File: src/rtl/scpm_pkg.sv
// shared constants and types for the socket clock power management block
package scpm_pkg;

    // register byte offsets within the socket register space
    localparam logic [7:0]  SCPM_SOCKET_CTRL_OFS     = 8'h10;
    localparam logic [7:0]  SCPM_CLOCK_POWER_OFS     = 8'h20;

    // reset values of both registers
    localparam logic [31:0] SCPM_CLOCK_POWER_RESET   = 32'h0000_0000;
    localparam logic [31:0] SCPM_SOCKET_CTRL_RESET   = 32'h0000_0000;

    // field positions in the clock power control register
    localparam int          SCPM_ACCESS_SEEN_BIT     = 25;
    localparam int          SCPM_RATE_CHANGED_BIT    = 24;
    localparam int          SCPM_POLICY_ENABLE_BIT   = 16;
    localparam int          SCPM_IDLE_POLICY_BIT     = 0;

    // field position in the socket control register
    localparam int          SCPM_STOP_WO_HOST_BIT    = 7;

    // byte lanes that carry the writable bits
    localparam int          SCPM_LANE_POLICY_ENABLE  = 2;
    localparam int          SCPM_LANE_LOW            = 0;

    // slow mode divides the running card clock rate by this factor
    localparam int          SCPM_SLOW_DIVIDE         = 16;

    // idle cycles without card activity before the socket counts as idle
    localparam int          SCPM_IDLE_CYCLES_DEFAULT = 16;

    // reset value of the policy bit, also used while the policy is disabled
    localparam logic        SCPM_POLICY_RESET        = 1'b0;

    // requested behaviour of the card clock
    typedef enum logic [1:0] {
        CLK_RUN,
        CLK_SLOW,
        CLK_STOP
    } scpm_clk_mode_type;

    // clock run sequencing state
    typedef enum logic [0:0] {
        ST_ACTIVE,
        ST_REDUCED
    } scpm_state_type;

endpackage : scpm_pkg

File: src/rtl/scpm_sync.sv
// three-stage input synchroniser with agreement filter
`timescale 1ns/100ps

module scpm_sync #(
    parameter int W = 1
) (
    input  wire logic         clk,
    input  wire logic         rstn,
    input  wire logic [W-1:0] async_in,
    output logic      [W-1:0] sync_out
);

    typedef struct packed {
        logic [W-1:0] s1;
        logic [W-1:0] s2;
        logic [W-1:0] s3;
        logic [W-1:0] out;
    } scpm_sync_state_type;

    scpm_sync_state_type st_reg;
    scpm_sync_state_type st_next;

    // s1 feeds only s2; the output moves once s2 and s3 agree
    always_comb begin
        st_next    = st_reg;
        st_next.s1 = async_in;
        st_next.s2 = st_reg.s1;
        st_next.s3 = st_reg.s2;
        for (int i = 0; i < W; i++) begin
            if (st_reg.s2[i] == st_reg.s3[i]) begin
                st_next.out[i] = st_reg.s3[i];
            end
        end
    end

    // synchronous reset, all stages low
    always_ff @(posedge clk) begin
        if (!rstn) begin
            st_reg <= '0;
        end else begin
            st_reg <= st_next;
        end
    end

    assign sync_out = st_reg.out;

endmodule : scpm_sync

File: src/rtl/scpm_clkdiv.sv
// card clock generator: full rate, divided by sixteen, or stopped low
`timescale 1ns/100ps

module scpm_clkdiv (
    input  wire logic                       clk,
    input  wire logic                       rstn,
    input  wire scpm_pkg::scpm_clk_mode_type mode,
    output logic                            card_clk
);

    localparam int          HALF_W    = $clog2(scpm_pkg::SCPM_SLOW_DIVIDE);
    localparam logic [HALF_W-1:0] HALF_LAST =
        HALF_W'(scpm_pkg::SCPM_SLOW_DIVIDE - 1);

    typedef struct packed {
        logic [HALF_W-1:0] cnt;
        logic              clk_q;
    } scpm_clkdiv_state_type;

    scpm_clkdiv_state_type st_reg;
    scpm_clkdiv_state_type st_next;

    // full rate toggles every cycle; slow toggles every sixteen cycles
    // stop lets a slow high phase end, so the card sees no runt pulse unless stop lands in that phase's first cycle
    always_comb begin
        st_next = st_reg;
        unique case (mode)
            scpm_pkg::CLK_RUN: begin
                st_next.cnt   = '0;
                st_next.clk_q = ~st_reg.clk_q;
            end
            scpm_pkg::CLK_SLOW: begin
                if (st_reg.cnt == HALF_LAST) begin
                    st_next.cnt   = '0;
                    st_next.clk_q = ~st_reg.clk_q;
                end else begin
                    st_next.cnt = st_reg.cnt + 1'b1;
                end
            end
            scpm_pkg::CLK_STOP: begin
                if (st_reg.clk_q && st_reg.cnt != HALF_LAST && st_reg.cnt != '0) begin
                    st_next.cnt = st_reg.cnt + 1'b1;  // finish a slow high phase
                end else begin
                    st_next.cnt   = '0;
                    st_next.clk_q = 1'b0;
                end
            end
            default: begin
                st_next.cnt   = '0;
                st_next.clk_q = 1'b0;
            end
        endcase
    end

    // synchronous reset, clock parked low
    always_ff @(posedge clk) begin
        if (!rstn) begin
            st_reg <= '0;
        end else begin
            st_reg <= st_next;
        end
    end

    assign card_clk = st_reg.clk_q;

endmodule : scpm_clkdiv

File: src/rtl/scpm_top.sv
// socket clock power management register and card clock run control
`timescale 1ns/100ps

module scpm_top #(
    parameter int IDLE_CYCLES = scpm_pkg::SCPM_IDLE_CYCLES_DEFAULT
) (
    input  wire logic        clk,
    input  wire logic        rstn,
    // classic wishbone slave
    input  wire logic        wb_cyc_i,
    input  wire logic        wb_stb_i,
    input  wire logic        wb_we_i,
    input  wire logic [7:0]  wb_adr_i,
    input  wire logic [3:0]  wb_sel_i,
    input  wire logic [31:0] wb_dat_i,
    output logic      [31:0] wb_dat_o,
    output logic             wb_ack_o,
    // socket side pins, asynchronous to clk
    input  wire logic        card_access_pin,
    input  wire logic        card_busy_pin,
    input  wire logic        host_clock_stop_pin,
    // card clock and its state
    output logic             card_clk,
    output logic             card_clock_reduced
);

    localparam int IW = $clog2(IDLE_CYCLES + 1);
    localparam logic [IW-1:0] IDLE_LAST = IW'(IDLE_CYCLES);

    // index of each synchronised input
    localparam int IN_ACCESS = 0;
    localparam int IN_BUSY   = 1;
    localparam int IN_HOST   = 2;

    // overview of the block
    // one bus-visible control register plus one socket control bit
    // the bus slave answers every taken request one cycle later
    // ack is a single-cycle pulse; a held strobe is taken again later
    // read data is captured with the ack and held until the next read
    // unmapped places ack normally, read zero and ignore writes
    // writes honour byte lanes, so a partial write leaves other bits alone
    // status bits ignore writes; only software-owned bits are stored

    // access status handling
    // the access pin is a level; each synced high cycle sets the flag
    // a read of the register clears the flag at its ack edge
    // the value returned still shows the flag as it was before the clear
    // an access landing in the clearing cycle wins, so none is lost
    // limitation: many accesses between reads collapse to one flag

    // idle tracking
    // activity is either the access pin or the busy pin, both synced
    // the socket counts as idle only after IDLE_CYCLES quiet cycles
    // the counter saturates, so a long idle stretch costs no extra logic
    // any activity clears the counter and restores full rate next edge
    // trade-off: a longer stretch delays savings but avoids clock flapping

    // clock run sequencing
    // two states: active runs the card clock, reduced stops or slows it
    // the reduced action is chosen from the enable and policy bits
    // a disabled policy falls back to stopping, the policy reset value
    // policy changes while reduced take effect on the next edge
    // the host request pin matters only while the socket bit is clear
    // the rate flag tracks the requested mode, not the divider phase

    typedef struct packed {
        logic                        ack;
        logic [31:0]                 rdata;
        logic                        clock_policy_enable;
        logic                        idle_clock_policy;
        logic                        idle_stop_without_host_request;
        logic                        card_access_seen;
        logic                        clock_rate_changed_flag;
        logic [IW-1:0]               idle_cnt;
        scpm_pkg::scpm_state_type    state;
        scpm_pkg::scpm_clk_mode_type mode;
    } scpm_top_state_type;

    scpm_top_state_type st_reg;
    scpm_top_state_type st_next;

    logic [2:0] pins_async;
    logic [2:0] pins_sync;

    // register hit decode, used by both the read and the write path
    function automatic logic hit(input logic [7:0] adr, input logic [7:0] ofs);
        hit = (adr[7:2] == ofs[7:2]);
    endfunction : hit

    // image of the clock power control register as software reads it
    function automatic logic [31:0] clock_power_image(input scpm_top_state_type s);
        logic [31:0] v;
        v = scpm_pkg::SCPM_CLOCK_POWER_RESET;
        v[scpm_pkg::SCPM_ACCESS_SEEN_BIT]   = s.card_access_seen;
        v[scpm_pkg::SCPM_RATE_CHANGED_BIT]  = s.clock_rate_changed_flag;
        v[scpm_pkg::SCPM_POLICY_ENABLE_BIT] = s.clock_policy_enable;
        v[scpm_pkg::SCPM_IDLE_POLICY_BIT]   = s.idle_clock_policy;
        clock_power_image = v;
    endfunction : clock_power_image

    // image of the socket control register; only the stop request bit lives here
    function automatic logic [31:0] socket_ctrl_image(input scpm_top_state_type s);
        logic [31:0] v;
        v = scpm_pkg::SCPM_SOCKET_CTRL_RESET;
        v[scpm_pkg::SCPM_STOP_WO_HOST_BIT] = s.idle_stop_without_host_request;
        socket_ctrl_image = v;
    endfunction : socket_ctrl_image

    // pins cross into clk through the filtered synchroniser
    assign pins_async[IN_ACCESS] = card_access_pin;
    assign pins_async[IN_BUSY]   = card_busy_pin;
    assign pins_async[IN_HOST]   = host_clock_stop_pin;

    scpm_sync #(
        .W        (3)
    ) u_sync (
        .clk      (clk),
        .rstn     (rstn),
        .async_in (pins_async),
        .sync_out (pins_sync)
    );

    // next-state logic: bus slave, status flags, idle tracking, clock run sequencing
    always_comb begin
        logic                        req;
        logic                        wr;
        logic                        rd_status;
        logic                        card_activity;
        logic                        socket_idle;
        logic                        may_reduce;
        scpm_pkg::scpm_clk_mode_type idle_action;

        req           = 1'b0;
        wr            = 1'b0;
        rd_status     = 1'b0;
        card_activity = 1'b0;
        socket_idle   = 1'b0;
        may_reduce    = 1'b0;
        idle_action   = scpm_pkg::CLK_STOP;
        st_next       = st_reg;

        // one access per ack; ack drops the cycle after it was given
        req         = wb_cyc_i && wb_stb_i && !st_reg.ack;
        wr          = req && wb_we_i;
        st_next.ack = req;

        // read data is captured with the ack; unmapped reads return zero
        if (req && !wb_we_i) begin
            if (hit(wb_adr_i, scpm_pkg::SCPM_CLOCK_POWER_OFS)) begin
                st_next.rdata = clock_power_image(st_reg);
                rd_status     = 1'b1;
            end else if (hit(wb_adr_i, scpm_pkg::SCPM_SOCKET_CTRL_OFS)) begin
                st_next.rdata = socket_ctrl_image(st_reg);
            end else begin
                st_next.rdata = '0;
            end
        end

        // writes touch only writable bits, per byte lane; status bits ignore writes
        if (wr && hit(wb_adr_i, scpm_pkg::SCPM_CLOCK_POWER_OFS)) begin
            if (wb_sel_i[scpm_pkg::SCPM_LANE_POLICY_ENABLE]) begin
                st_next.clock_policy_enable =
                    wb_dat_i[scpm_pkg::SCPM_POLICY_ENABLE_BIT];
            end
            if (wb_sel_i[scpm_pkg::SCPM_LANE_LOW]) begin
                st_next.idle_clock_policy =
                    wb_dat_i[scpm_pkg::SCPM_IDLE_POLICY_BIT];
            end
        end
        if (wr && hit(wb_adr_i, scpm_pkg::SCPM_SOCKET_CTRL_OFS)) begin
            if (wb_sel_i[scpm_pkg::SCPM_LANE_LOW]) begin
                st_next.idle_stop_without_host_request =
                    wb_dat_i[scpm_pkg::SCPM_STOP_WO_HOST_BIT];
            end
        end

        // access flag: a new access in the clearing read's cycle survives the clear
        if (rd_status) begin
            st_next.card_access_seen = 1'b0;
        end
        if (pins_sync[IN_ACCESS]) begin
            st_next.card_access_seen = 1'b1;
        end

        // socket counts as idle after a quiet stretch, so short gaps do not flap the clock
        card_activity = pins_sync[IN_ACCESS] || pins_sync[IN_BUSY];
        if (card_activity) begin
            st_next.idle_cnt = '0;
        end else if (st_reg.idle_cnt != IDLE_LAST) begin
            st_next.idle_cnt = st_reg.idle_cnt + 1'b1;
        end
        socket_idle = !card_activity && (st_reg.idle_cnt == IDLE_LAST);

        // host stop request is only needed when the socket control bit is clear
        may_reduce = socket_idle &&
                     (st_reg.idle_stop_without_host_request ||
                      pins_sync[IN_HOST]);

        // disabled policy falls back to the stop action of the policy reset value
        if (st_reg.clock_policy_enable &&
            (st_reg.idle_clock_policy != scpm_pkg::SCPM_POLICY_RESET)) begin
            idle_action = scpm_pkg::CLK_SLOW;
        end else begin
            idle_action = scpm_pkg::CLK_STOP;
        end

        // activity restores full rate at once; policy changes apply while reduced
        unique case (st_reg.state)
            scpm_pkg::ST_ACTIVE: begin
                if (may_reduce) begin
                    st_next.state = scpm_pkg::ST_REDUCED;
                    st_next.mode  = idle_action;
                end else begin
                    st_next.mode  = scpm_pkg::CLK_RUN;
                end
            end
            scpm_pkg::ST_REDUCED: begin
                if (may_reduce) begin
                    st_next.mode  = idle_action;
                end else begin
                    st_next.state = scpm_pkg::ST_ACTIVE;
                    st_next.mode  = scpm_pkg::CLK_RUN;
                end
            end
        endcase

        // mode flag follows the clock request in the same edge
        st_next.clock_rate_changed_flag =
            (st_next.mode != scpm_pkg::CLK_RUN);
    end

    // state register notes
    // reset is synchronous, so every field is loaded on a clock edge
    // the register bits start at zero, matching the bus-visible default
    // mode starts at full rate so the card sees a running clock at once
    // the idle counter starts at zero, so idle needs a full quiet stretch
    // ack and read data start low so no stray answer follows reset
    // hazard: reset while a request is held withholds its ack until release
    // a request still held when reset is released is taken at the next edge
    // the pin synchroniser resets with the same signal, all stages low
    // so a pin that is high at release is seen four edges later
    // all state resets to the documented defaults
    always_ff @(posedge clk) begin
        if (!rstn) begin
            st_reg.ack                            <= 1'b0;
            st_reg.rdata                          <= '0;
            st_reg.clock_policy_enable            <= 1'b0;
            st_reg.idle_clock_policy              <= scpm_pkg::SCPM_POLICY_RESET;
            st_reg.idle_stop_without_host_request <= 1'b0;
            st_reg.card_access_seen               <= 1'b0;
            st_reg.clock_rate_changed_flag        <= 1'b0;
            st_reg.idle_cnt                       <= '0;
            st_reg.state                          <= scpm_pkg::ST_ACTIVE;
            st_reg.mode                           <= scpm_pkg::CLK_RUN;
        end else begin
            st_reg <= st_next;
        end
    end

    // card clock generation notes
    // the divider sees the registered mode, so it follows one edge later
    // full rate toggles every cycle, giving half the system clock rate
    // slow mode toggles every sixteen cycles, one sixteenth of full rate
    // stop parks the clock low but lets a slow high phase finish first
    // this avoids a runt high pulse that a card could miscount, except when stop lands in a slow high phase's first cycle
    // leaving stop or slow restarts full rate without waiting for a phase
    // limitation: the card clock is a register output, not a gated clock
    // card clock follows the registered mode
    scpm_clkdiv u_clkdiv (
        .clk      (clk),
        .rstn     (rstn),
        .mode     (st_reg.mode),
        .card_clk (card_clk)
    );

    assign wb_ack_o           = st_reg.ack;
    assign wb_dat_o           = st_reg.rdata;
    assign card_clock_reduced = st_reg.clock_rate_changed_flag;

endmodule : scpm_top

File: config.mk
export PLATFORM = sky130hd
export DESIGN_NAME = scpm_top
export DESIGN_NICKNAME = d
export VERILOG_FILES = /design/src/rtl/scpm_pkg.sv /design/src/rtl/scpm_sync.sv /design/src/rtl/scpm_clkdiv.sv /design/src/rtl/scpm_top.sv
export SDC_FILE = /design/constraint.sdc
export NUM_CORES = 1
export LEC_CHECK = 0
export ABC_AREA = 0
export BUFFER_PORTS_ARGS = -buffer_cell sky130_fd_sc_hd__buf_4
export CELL_PAD_IN_SITES_DETAIL_PLACEMENT = 0
export CELL_PAD_IN_SITES_GLOBAL_PLACEMENT = 1
export CORE_ASPECT_RATIO = 0.5
export CORE_MARGIN = 8
export CORE_UTILIZATION = 31
export DETAILED_ROUTE_END_ITERATION = 10
export PLACE_DENSITY = 0.78
export REMOVE_ABC_BUFFERS = 1
export SYNTH_ARGS = -nofsm -noshare
export SYNTH_HDL_FRONTEND = slang
export SYNTH_SLANG_ARGS = --single-unit
File: constraint.sdc
create_clock -name clk -period 1.6 [get_ports clk]
set_clock_uncertainty 0.2 [all_clocks]
set_input_delay 0.32 -clock clk [delete_from_list [all_inputs] [get_ports clk]]
set_output_delay 0.32 -clock clk [all_outputs]
set_load 0.005 [all_outputs]
Yosys cells after proc, flatten, opt, wreduce, memory -nomap -nowiden --
Index checks and enable logic that the tools add are counted.
Word-level totals: input bits 52, word-level logic and storage cells 72, flip-flop bits (word level) 62
Cells by class: bitwise logic cells 2, equality and inequality tests 13, reduce and logical (&&, ||, !) cells 25, muxes and demuxes 13, add/subtract/negate cells 2
Operators with widths (count):
- $mux 26 | 1
- $pmux 5 s3 | 1
- $logic_and 1x1->1 | 11
- $mux 4 | 2
- $mux 8 | 1
- $reduce_and 2->1 | 4
- $eq 6x3->1 const B | 1
- $eq 6x4->1 const B | 1
- $mux 1 | 6
- $add 5x1->5 const B | 1
- $eq 5x5->1 const B | 1
- $ne 5x5->1 const B | 1
- $add 4x1->4 const B | 1
- $eq 4x4->1 const B | 1
- $mux 2 | 2
- $ne 4x4->1 const B | 1
- $reduce_bool 2->1 | 2
- $reduce_bool 4->1 | 1
- $eq 1x1->1 | 3
- $logic_not 1->1 | 3
- $eq 2x1->1 const B | 1
- $eq 2x2->1 const B | 1
- $logic_not 2->1 | 1
- $logic_or 1x1->1 | 2
- other kinds (4) | 5

Logic depth before layout (Yosys ltp) --
word-level depth 6, gate-level depth with buffers 5, depth with buffers taken out 5

Cells and area by module --
From an unflattened synthesis, not the netlist that was laid out.
Second synthesis, totals: cells, all modules 171, area total of the unflattened synthesis 1634.1 um2
By module, submodules not included:
- scpm_top | area each 994.7 um2, cells each 110, instances 1
- scpm_sync | area each 390.4 um2, cells each 34, instances 1
- scpm_clkdiv | area each 249.0 um2, cells each 27, instances 1

Worst setup path before layout --
No wires, ideal clock.
path kind flip-flop to flip-flop, start reg u_clkdiv.st_reg[1] (netlist bit), end reg u_clkdiv.st_reg (netlist bit u_clkdiv.card_clk), period minus slack after synthesis 1.400 ns, cell stages (with the launch flop) 6, buffers on the path 0, arrival 1.083 ns, path slack 0.200 ns, cell sequence dfxtp_1 -> inv_1 -> ha_1 -> nor3b_1 -> o21bai_1 -> a41o_1
On the way: cells in the longest elaborated chain, start to end 5
RTL lines:
- start: declaration | RTL line scpm_clkdiv.sv:20 | scpm_clkdiv_state_type st_reg;
- start signal: assignment | RTL line scpm_clkdiv.sv:60 | st_reg <= st_next;
- $ne 4x4->1 | RTL line scpm_clkdiv.sv:41 | if (st_reg.clk_q && st_reg.cnt != HALF_LAST && st_reg.cnt != '0) begin
- $logic_and 1x1->1 (2 in a row) | RTL line scpm_clkdiv.sv:41
- $ne 2x2->1 (no source line)
- $reduce_and 2->1 (no source line) (*)
Mark *: on every way between the ends. The rest lies on a longest branch, timed or not. A chain may end at the register's enable or synchronous reset.

Final worst setup path --
Same ends and word-level chain as after synthesis.

==> out/qor.csv <==
stage,metric,value,unit
clock_tree,clk_pin_slew,70,ps
place,dpl-instance-area,1770,um2
detailed_routing,wirelength,2.93,mm
timing,fmax,0.664,GHz
grt,antenna_found_initial,0,
yosys,synth_area,1620,um2
yosys,yosysSeqAreaShare,43.2,%
yosys,yosysWarnings,0,
clock_tree,cts_tree,yes,
detailed_routing,route.detailed.drc,0,
clock_tree,cts_made_buffers,5,
timing,period_share,94.2,%
flow_run,max-cap-violations,0,
layout,largest_register_ff_count,11,
timing,timing.hold.ws,47.6,ps
clock_tree,clockBufferDepth,2,
layout,final_cells,271,
yosys,synth-edff-count,0,
clock_tree,clock_latency,270,ps
clock_tree,clock-sinks,35,
worst_setup_path,crit_arrival,1520,ps
timing,finalSetupViolations,0,
clock_tree,postCtsSetupRepairBufs,0,
detailed_routing,viasPerCell,4.14,
layout,fill_cells,488,
grt,grt_max_degree,16,
worst_setup_path,cp-start-kind,flip-flop,
grt,grt_pass1_vias,1157,
power_and_ir_drop,peakVddDrop,0.547,mV
die,initial_utilization,32.6,%
yosys,synth_top_area_share,43.2,%
layout,nNetsFinal,256,
die,die_h,67.1,um
power_and_ir_drop,p_leak,0.817,nW
timing,rsz0062_at_grt,false,
detailed_routing,detail_route.wl_per_cell,10.8,um
hold_path,hold_path_class,in2reg,
worst_setup_path,path_max_fanout,4,
die,die_w,118,um
clock_tree,htree_levels,2,
timing,slew_viol_final,0,
yosys,synth_top_cell_by_area,dfxtp_1,
die,ios,87,
run_status,status,"finished, final reports clean",
detailed_routing,vias,1121,
grt,grt.overflow.total,0,
place,gp_congestion,0.754,
layout,diodes,0,
die,dieArea,7940,um2
die,core_area,4980,um2
die,num_rows,18,
grt,grt_pass1_wl,4.80,mm
place,placedCellCount,263,
place,numPortBuffers,26,
yosys,synthCells,173,
detailed_routing,ant_nets,0,
worst_setup_path,path_class,reg2reg,
hold_path,holdPathStages,2,
detailed_routing,drt_iter0_drc,27,
timing,period_minus_slack,1510,ps
worst_setup_path,cp-end-kind,flip-flop,
yosys,ys_ff_latch,35,
timing,report.final.hold_viol_count,0,
place,hpwlAfterDp,2.38,mm
timing,setup_tns,0,ps
detailed_routing,dr.pass1.iters,4,
yosys,syn_avg_cell_area,9.37,um2
clock_tree,clockRootBuffer,clkbuf_8,
layout,drive_above_1_share,22.9,%
yosys,synthDistinctLibCells,37,
layout,layout-area-overhead-vs-synth,17.0,%
worst_setup_path,r2r_cells,4,
yosys,synth-async-reset-ratio,0,%
power_and_ir_drop,power_density,962,nW/um2
worst_setup_path,cp_data_required_time,1620,ps
layout,final_area,1900,um2
layout,final_util,38.1,%
yosys,synth_area_leaders,"dfxtp_1 43%, buf_4 15%, nand2_1 4.4%",
yosys,ys.flop_type,dfxtp_1,
grt,grt_usage,7.29,%
-- cells by family (layout without fill, tap and decap cells) --
kind of cell               after synthesis  count (layout)  synth area share (%)
DFF                                     35              35                  43.2
adders and majority gates                4               4                  3.09
muxes                                    4               4                  2.47
xor gates and xnor gates                 6               6                  3.24
and+or+nand+nor                         62              62                  21.9
other                                    1              27                 0.231
buffers and inverters                   42              44                  17.4
AOI/OAI and AO/OA                       19              19                  8.41
-- routing by layer --
metal / track usage (%) / wire length, um / part of all wire (%)
met1: 7.45 / 1350 / 46
met2: 13.2 / 1360 / 47
met3: 2.66 / 181 / 6.2
met4: 4.27 / 27 / 0.92
met5: 0 / 0 / 0
-- Yosys cell counts, types with 4 or more instances --
cell     number
mux2i_1       4
nand3_1       4
nor2_1        8
a21oi_1       4
ha_1          4
o22ai_1       5
nand2_1      19
inv_1         5
o21ai_0       4
dfxtp_1      35
buf_4        33
and2_1        9
-- per-stage QoR --
stage               power [mW]  worst slack, ps
floorplan                0.977              200
global placement          1.04             67.0
detailed placement        1.05             43.2
CTS                       1.84             51.3
global route              1.90             9.69
finish                    1.82             93.3
-- cell type report --
type	count	area, um2	area share [%]
inverter	6	22.5	1.19
timing repair buffer	30	225	11.9
clock buffer	6	82.6	4.35
tap	70	87.6	4.62
clock inverter	2	35.0	1.85
sequential	35	701	36.9
multi-input combinational	122	743	39.2
-- path summary, 6_finish.rpt --
check | start | endpoint | slack, ps
max | u_clkdiv.st_reg[1] | u_clkdiv.card_clk | 90
min | host_clock_stop_pin | u_sync.st_next[8] | 50
max reg2reg | u_clkdiv.st_reg[1] | u_clkdiv.card_clk | 90
min reg2reg | u_sync.st_next[6] | u_sync.st_next[3] | 230
-- timing repair --
item	4_1_cts	5_1_grt
hold buffers	0	0
setup endpoints to repair	0	5
gates resized for setup	0	2
-- report_power, final --
| group | total [mW] | internal (mW) | switching, mW |
|---|---|---|---|
| clock network | 0.795 | 0.504 | 0.291 |
| logic | 0.125 | 0.0618 | 0.0635 |
| registers | 0.904 | 0.890 | 0.0134 |
| total | 1.82 | 1.46 | 0.368 |
-- cells in the final DEF, fill, tap and decap left out, types with 2 or more instances in the layout --
cell type,count
a21oi_1,4
buf_4,30
nand2b_1,2
nand2_1,19
nand3_1,4
ha_1,3
o21ai_0,4
conb_1,27
mux2i_1,4
nor2_1,8
and4bb_1,2
inv_1,5
nand4_1,3
o22ai_1,5
nor3_1,3
clkbuf_8,6
and2_1,9
dfxtp_1,35
xor2_1,3
nand3_2,2
xnor2_1,3
nor2b_1,3
-- critical path: stages (launching register included) --
cell	delay, ps
dfxtp_1	390
ha_2	230
nand3_2	110
a2111oi_2	380
a41o_1	130
No activity file was read; power rests on OpenSTA's default activity.
